File: src/verilog/port_owner_params.svh
`ifndef PORT_OWNER_PARAMS_SVH
`define PORT_OWNER_PARAMS_SVH
// register byte offsets
`define PORT1_OFFSET 12'h064
`define PORT2_OFFSET 12'h068
`define CONFIG_OFFSET 12'h06c
`define CAPABILITY_OFFSET 12'h070
// field positions inside the port register
`define TEST_LSB 16
`define TEST_MSB 19
`define OWNER_BIT 13
`define POWER_BIT 12
`define LINE_DP_BIT 11
`define LINE_DM_BIT 10
`define CONNECT_BIT 0
`define ENABLE_BIT 2
// field positions in the config and capability registers
`define CONFIG_BIT 0
`define POWER_CAP_BIT 4
// test code values
`define TEST_NONE 4'h0
`define TEST_FORCE_ENABLE 4'h5
`define TEST_LAST_LEGAL 4'h5
// reset values
`define OWNER_RESET 1'b1
`define POWER_RESET 1'b0
`define TEST_RESET 4'h0
`define CAP_RESET 1'b1
`define ZERO_WORD 32'h0000_0000
`endif

File: src/verilog/port_owner_pkg.sv
package port_owner_pkg;
   // apb slave phases
   typedef enum logic [1:0] {
      idle_type_s = 2'b00,
      access_s = 2'b01
   } apb_phase_type;
   // per port control fields
   typedef struct packed {
      logic [3:0] test_code;
      logic owner;
      logic power;
   } port_ctrl_type;
endpackage : port_owner_pkg

File: src/verilog/port_field_if.sv
`timescale 1ns/1ns
// write request and state shared between the bank and one port field slice
interface port_field_if;
   logic wr;                    // write strobe for this port
   logic [31:0] wdata;          // write data
   logic configure_flag;        // global configure flag
   logic config_rise;           // configure flag went 0 to 1
   logic power_switch_capability;
   logic overcurrent;           // overcurrent seen on the port
   logic [31:0] rdata;          // assembled read word
   logic test_active;
   logic force_enable;
   logic test_reserved;
   logic companion_owned;
   logic power_on;
   modport bank (output wr, output wdata, output configure_flag, output config_rise,
      output power_switch_capability, output overcurrent,
      input rdata, input test_active, input force_enable, input test_reserved,
      input companion_owned, input power_on);
   modport slice (input wr, input wdata, input configure_flag, input config_rise,
      input power_switch_capability, input overcurrent,
      output rdata, output test_active, output force_enable, output test_reserved,
      output companion_owned, output power_on);
endinterface : port_field_if

File: src/verilog/port_field_slice.sv
`timescale 1ns/1ns
`include "port_owner_params.svh"
// one port's test code, ownership and power bits plus its read word
module port_field_slice (
   input wire logic pclk,
   input wire logic presetn,
   input wire logic line_dp,
   input wire logic line_dm,
   input wire logic connect_status,
   input wire logic port_enable,
   port_field_if.slice pf
);
   port_owner_pkg::port_ctrl_type ctrl; // stored fields
   logic next_owner;                    // owner value for next cycle
   logic next_power;                    // power value for next cycle
   logic [3:0] next_test;               // test code for next cycle
   logic power_bit;                     // power as software sees it
   logic line_valid;                    // line state meaningful now

   // ownership: held high while flag low, forced low on flag rise
   assign next_owner = !pf.configure_flag ? 1'b1 :
      pf.config_rise ? 1'b0 :
      pf.wr ? pf.wdata[`OWNER_BIT] : ctrl.owner;
   // power: writable only with switches; overcurrent cuts it
   assign next_power = !pf.power_switch_capability ? 1'b1 :
      (pf.overcurrent && ctrl.power) ? 1'b0 :
      pf.wr ? pf.wdata[`POWER_BIT] : ctrl.power;
   assign next_test = pf.wr ? pf.wdata[`TEST_MSB:`TEST_LSB] : ctrl.test_code;
   assign power_bit = pf.power_switch_capability ? ctrl.power : 1'b1;
   // line state only meaningful when powered, connected and disabled
   assign line_valid = power_bit && connect_status && !port_enable;

   // field registers
   always_ff @(posedge pclk or negedge presetn)
   begin
      if (!presetn)
      begin
         ctrl.owner <= `OWNER_RESET;
         ctrl.power <= `POWER_RESET;
         ctrl.test_code <= `TEST_RESET;
      end
      else
      begin
         ctrl.owner <= next_owner;
         ctrl.power <= next_power;
         ctrl.test_code <= next_test;
      end
   end

   // read word: bits 15 and 14 always zero
   always_comb
   begin
      pf.rdata = `ZERO_WORD;
      pf.rdata[`TEST_MSB:`TEST_LSB] = ctrl.test_code;
      pf.rdata[`OWNER_BIT] = ctrl.owner;
      pf.rdata[`POWER_BIT] = power_bit;
      if (power_bit)
      begin
         pf.rdata[`LINE_DP_BIT] = line_valid & line_dp;
         pf.rdata[`LINE_DM_BIT] = line_valid & line_dm;
         pf.rdata[`ENABLE_BIT] = port_enable;
         pf.rdata[`CONNECT_BIT] = connect_status;
      end
   end

   // test code decode
   assign pf.test_active = (ctrl.test_code != `TEST_NONE);
   assign pf.force_enable = (ctrl.test_code == `TEST_FORCE_ENABLE);
   assign pf.test_reserved = (ctrl.test_code > `TEST_LAST_LEGAL);
   assign pf.companion_owned = ctrl.owner;
   assign pf.power_on = power_bit;
endmodule : port_field_slice

File: src/verilog/port_owner_bank.sv
// Added by the designer: the APB slave port.
`timescale 1ns/1ns
`include "port_owner_params.svh"
// Summary of operation
// - code 0101b forced enable, above reserved
// - zero test code means normal operation
// - ownership bit resets to one
// - configure flag rise clears ownership bit
// - ownership held one while flag zero
// - ownership one routes port to companion
// - no switches: power reads one always
// - with switches power bit drives switch
// - unpowered port reports no status
// - overcurrent may clear power bit
// - line state shows data lines, bits 11,10
// - line state valid only disabled and connected
// - line state undefined when unpowered
module port_owner_bank (
   input wire logic pclk,
   input wire logic presetn,
   input wire logic psel,
   input wire logic penable,
   input wire logic pwrite,
   input wire logic [11:0] paddr,
   input wire logic [31:0] pwdata,
   output logic [31:0] prdata,
   output logic pready,
   output logic pslverr,
   input wire logic [1:0] positive_data_line,
   input wire logic [1:0] negative_data_line,
   input wire logic [1:0] connect_status,
   input wire logic [1:0] port_enable,
   input wire logic [1:0] overcurrent,
   output logic [1:0] companion_owned,
   output logic [1:0] port_power_switch,
   output logic [1:0] test_active,
   output logic [1:0] force_enable,
   output logic [1:0] test_reserved
);
   logic configure_flag;         // global configure flag
   logic power_switch_capability; // switch capability flag
   logic [31:0] next_prdata;     // read mux result
   logic setup;                  // setup phase seen
   logic hit_port1;              // address decodes
   logic hit_port2;
   logic hit_config;
   logic hit_cap;
   logic mapped;
   logic write_now;              // write takes effect
   logic next_flag;              // configure flag next value
   logic config_rise;            // flag rise this cycle

   port_field_if pf1 ();
   port_field_if pf2 ();

   // address decode, one word per register
   assign hit_port1 = (paddr == `PORT1_OFFSET);
   assign hit_port2 = (paddr == `PORT2_OFFSET);
   assign hit_config = (paddr == `CONFIG_OFFSET);
   assign hit_cap = (paddr == `CAPABILITY_OFFSET);
   assign mapped = hit_port1 | hit_port2 | hit_config | hit_cap;
   // setup phase goes straight into a one-cycle access with pready
   assign setup = psel && !penable;
   assign write_now = psel && penable && pready && pwrite;
   assign next_flag = (write_now && hit_config) ? pwdata[`CONFIG_BIT] : configure_flag;
   assign config_rise = next_flag && !configure_flag;

   // read mux, unmapped reads zero
   assign next_prdata = hit_port1 ? pf1.rdata :
      hit_port2 ? pf2.rdata :
      hit_config ? {31'h0000_0000, configure_flag} :
      hit_cap ? {27'h000_0000, power_switch_capability, 4'h0} : `ZERO_WORD;

   // slice connections
   assign pf1.wr = write_now && hit_port1;
   assign pf2.wr = write_now && hit_port2;
   assign pf1.wdata = pwdata;
   assign pf2.wdata = pwdata;
   assign pf1.configure_flag = next_flag;
   assign pf2.configure_flag = next_flag;
   assign pf1.config_rise = config_rise;
   assign pf2.config_rise = config_rise;
   assign pf1.power_switch_capability = power_switch_capability;
   assign pf2.power_switch_capability = power_switch_capability;
   assign pf1.overcurrent = overcurrent[0];
   assign pf2.overcurrent = overcurrent[1];

   // port 1 fields
   port_field_slice u_port1 (
      .pclk(pclk),
      .presetn(presetn),
      .line_dp(positive_data_line[0]),
      .line_dm(negative_data_line[0]),
      .connect_status(connect_status[0]),
      .port_enable(port_enable[0]),
      .pf(pf1.slice)
   );

   // port 2 fields
   port_field_slice u_port2 (
      .pclk(pclk),
      .presetn(presetn),
      .line_dp(positive_data_line[1]),
      .line_dm(negative_data_line[1]),
      .connect_status(connect_status[1]),
      .port_enable(port_enable[1]),
      .pf(pf2.slice)
   );

   // global flag and capability
   always_ff @(posedge pclk or negedge presetn)
   begin
      if (!presetn)
      begin
         configure_flag <= 1'b0;
         power_switch_capability <= `CAP_RESET;
      end
      else
      begin
         configure_flag <= next_flag;
         if (write_now && hit_cap)
            power_switch_capability <= pwdata[`POWER_CAP_BIT];
      end
   end

   // apb answer: pready one cycle after setup
   always_ff @(posedge pclk or negedge presetn)
   begin
      if (!presetn)
      begin
         pready <= 1'b0;
         pslverr <= 1'b0;
         prdata <= `ZERO_WORD;
      end
      else
      begin
         pready <= setup;
         pslverr <= setup && !mapped;
         prdata <= setup ? next_prdata : `ZERO_WORD;
      end
   end

   // registered port side outputs
   always_ff @(posedge pclk or negedge presetn)
   begin
      if (!presetn)
      begin
         companion_owned <= 2'b11;
         port_power_switch <= 2'b00;
         test_active <= 2'b00;
         force_enable <= 2'b00;
         test_reserved <= 2'b00;
      end
      else
      begin
         companion_owned <= {pf2.companion_owned, pf1.companion_owned};
         port_power_switch <= {pf2.power_on, pf1.power_on};
         test_active <= {pf2.test_active, pf1.test_active};
         force_enable <= {pf2.force_enable, pf1.force_enable};
         test_reserved <= {pf2.test_reserved, pf1.test_reserved};
      end
   end
endmodule : port_owner_bank

File: config.mk
export PLATFORM = sky130hd
export DESIGN_NAME = port_owner_bank
export DESIGN_NICKNAME = d
export VERILOG_FILES = /design/src/verilog/port_owner_pkg.sv /design/src/verilog/port_field_if.sv /design/src/verilog/port_field_slice.sv /design/src/verilog/port_owner_bank.sv
export VERILOG_INCLUDE_DIRS = /design/src /design/src/verilog
export SDC_FILE = /design/constraint.sdc
export NUM_CORES = 1
export LEC_CHECK = 0
export ABC_AREA = 0
export BUFFER_PORTS_ARGS = -buffer_cell sky130_fd_sc_hd__buf_2
export CORE_UTILIZATION = 42
export DETAILED_ROUTE_END_ITERATION = 12
export MAX_ROUTING_LAYER = met4
export PLACE_DENSITY = 0.69
export SLEW_MARGIN = 20
export SYNTH_ARGS = -nofsm -noshare
export SYNTH_HDL_FRONTEND = slang
export SYNTH_HIERARCHICAL = 1
export SYNTH_SLANG_ARGS = --single-unit
File: constraint.sdc
create_clock -name pclk -period 3.25 [get_ports pclk]
set_input_delay 0.4875 -clock pclk [delete_from_list [all_inputs] [get_ports pclk]]
set_output_delay 0.4875 -clock pclk [all_outputs]
set_load 0.01 [all_outputs]
==> qor.txt <==
flops & latches, synth - 58
detailed-route via count - 1808
initial antenna violation count - 0
pwr dens - 476.1 nW/um2
antenna-violating nets left - 0
Setup Buffers After CTS - 0
Synth-to-Final Area Change - 13.76%
EDFF count, synth - 0
r2r setup slk - 1270 ps
IO Port Bufs - 78
Clk network pwr share - 47.5%
Core Area - 6495 um2
post-synth cell types - 38
data required time of the critical path - 3460 ps
vias in the first global route - 1712
Worst EP arrival - 2210 ps
failing checks - DRC
CP bufs+invs - 1
Critical Path Source Type - primary input
first-pass GRT wire length - 8.017 mm
HPWL Detailed - 3.481 mm
area of the multi-input gates - 1075 um2
CTS HTree Levels - 3
Synth Cell Area - 2882 um2
Fin. Hold Viols - 0
P_int - 0.001200 W
Antenna diodes - 0
Starting DRT DRC Count - 40
GRT overflow - 0
filler cell count - 604
site row count - 29
CTS Root Cell - clkbuf_8
Max Cap Viol - 0
Seq/Total Area, Yosys - 50.59%
Sequential Area - 1458 um2
DIE AREA - 7196 um2
CTS tree - built
Mapped Cells - 261
Final Net Count - 386
CP max FO - 7
Crit. End Element - flip-flop
Final Non-Filler Cells - 409
RR Endpoint - u_port1/pf.rdata[18]
vias per inst - 4.421
clock skew - 9.013 ps
Total GRT Usage - 15.11%
outcome - complete, but fails checks
period utilisation layout - 61.52%
die height - 84.83 um
Post-synth ARST share - 100.0%
Combinational Power Share - 6.1%
crit path from - paddr[11]
RSZ-0062 raised after global routing - no
Crit Reg-Reg Startpoint - pready
Final Setup Violations - 0
cts bufs inserted - 9
worst slew pin tran - 675.0 ps
GP Congestion - 0.7438
maximum clock insertion buffer count - 2
Reg2Reg Depth - 5
Seq pwr share - 46.4%
WL final - 4.910 mm
Slew headroom - 55.00%
Ys Warns - 6
Sw Share - 23.12%
post-route minimum period - 1999 ps
number of detailed-route iterations in the first pass - 11
largest stage delay on the critical path - 510 ps
CTS resizes - 0
Sw Pwr - 0.0003608 W
layout cell share with drive strength beyond 1 - 37.35%
Final Max Slew Viols - 0
WS Path Type - in2reg
largest net degree at the start of global routing - 32
Slowest-stage cell, CP - nor2_1
Syn Area/Cell - 11.04 um2
Ports - 103
Max rail drop VDD - 0.1757 mV
DP Cell Count - 393
Crit path max-delay family - simple AND/OR/NAND/NOR gates
clock slew at reported path FFs - 80 ps
P_leak - 1.716 nW
Hold Buf Count CTS - 0
Worst Hold Class - in2async
predominant post-synthesis flop cell - dfrtp_1
Avg WL per Cell - 12.00 um
DR DRC count - 5
setup_tns - 0 ps
die width - 84.83 um
later-pin clock latency in the skew report - 330 ps
fmax - 500.1 MHz
Initial Util - 44.37%
Clock Sinks - 58
Critical Path, Cell by Cell - buf_2 > nor3b_4 > and3_2 > nand2_1 > nor2_1 > mux2_2
==> how the worst max path moves through the flow <==
stage | slack (ps) | endpoint | depth (start not counted)
6_report | 1250 | u_port1/pf.rdata[18] | 6
5_1_grt | 1170 | u_port1/pf.rdata[18] | 6
4_1_cts | 1290 | u_port1/pf.rdata[18] | 5
3_5_place_dp | 940 | u_port1/pf.rdata[18] | 6
3_3_place_gp | 990 | u_port1/pf.rdata[17] | 6
2_1_floorplan | 1370 | u_port2/pf.rdata[16] | 6
==> worst reg2reg max path, cell delays in order, from the launching register on <==
cell	delay, ps
dfrtp_1	350
nand4_1	180
nor3b_2	320
nand2_1	90
nor2_1	510
mux2_2	410
==> metal layers <==
layer,share of wire (%),wire length (um),track usage (%)
met1,44,2172,17.80
met2,51,2493,24.46
met3,3.6,178,3.210
met4,1.3,65,7.858
met5,0,0,-
==> cell families after synthesis <==
family	count (synthesis)	share of synthesized area, %
xor gates and xnor gates	1	0.3040
DFF	58	50.59
buffers and inverters	70	17.76
other	2	0.2606
and+or+nand+nor	77	15.85
muxes	13	5.124
AOI/OAI and AO/OA	40	10.12
==> metrics by stage <==
| step | utilization, % | hold WS (ps) | power (W) | setup WS, ps | cell area (um2) |
|---|---|---|---|---|---|
| after detailed placement | 47.00 | 368.8 | 0.0008327 | 935.7 | 3053 |
| after global placement | 47.00 | 368.9 | 0.0008313 | 992.5 | 3053 |
| after CTS | 50.47 | 194.4 | 0.001580 | 1295 | 3278 |
| after floorplan | - | 191.9 | 0.0008250 | 1366 | 3039 |
| final | 50.47 | 185.5 | 0.001561 | 1251 | 3278 |
| after global routing | 50.47 | 224.1 | 0.001634 | 1174 | 3278 |
==> flip-flops by register name (all words and copies together) (netlist names), 2 cells and up <==
| name | flops |
|---|---|
| u_port1/pf.rdata | 4 |
| force_enable | 2 |
| port_power_switch | 2 |
| prdata | 32 |
| test_reserved | 2 |
| companion_owned | 2 |
| test_active | 2 |
| u_port2/pf.rdata | 4 |
==> cells in the final DEF, fill, tap and decap left out, types with 3 or more instances in the layout <==
master / n
o21ai_0: 3
a22oi_1: 32
nand2_1: 4
nand2b_1: 3
dfrtp_1: 53
clkbuf_8: 9
conb_1: 44
mux2_2: 10
buf_4: 4
dfstp_2: 5
nor3_1: 3
nand3_1: 3
and2_1: 6
buf_2: 78
nor2_1: 37
and4b_1: 4
==> power by group through the flow <==
stage	clock network, W	logic [W]	registers [W]
after global routing	0.000801	0.000110	0.000723
after global placement	0	0.0000940	0.000737
after floorplan	0	0.0000868	0.000738
after detailed placement	0	0.0000953	0.000737
final	0.000741	0.0000958	0.000724
after CTS	0.000761	0.0000956	0.000724
==> synth_stat cells (2+ instances only) <==
cell	n	area, um2
nand3_1	3	15.01
dfrtp_1	53	1326
and4b_1	4	40.04
nor2b_1	4	25.02
buf_6	4	45.04
dfstp_2	5	131.4
buf_2	7	35.03
conb_1	2	7.510
and2_1	6	37.54
a22oi_1	32	240.2
or4_1	2	15.01
buf_4	56	420.4
nor3_1	3	15.01
nand2b_1	3	18.77
mux2i_1	2	20.02
o31ai_1	2	15.01
nor2_1	37	138.9
mux2_2	10	112.6
clkbuf_1	2	7.510
nand2_1	4	15.01
o21ai_0	3	15.01
==> area by class of cell <==
cell class / instances / share of cell area, %
Tap cell: 77 / 2.939
Inverter: 1 / 0.1145
Clock buffer: 9 / 3.779
Multi-Input combinational cell: 175 / 32.79
Clock inverter: 7 / 3.092
Timing Repair Buffer: 82 / 12.82
Sequential cell: 58 / 44.47
Note: power is estimated with default switching activity, not from simulation.
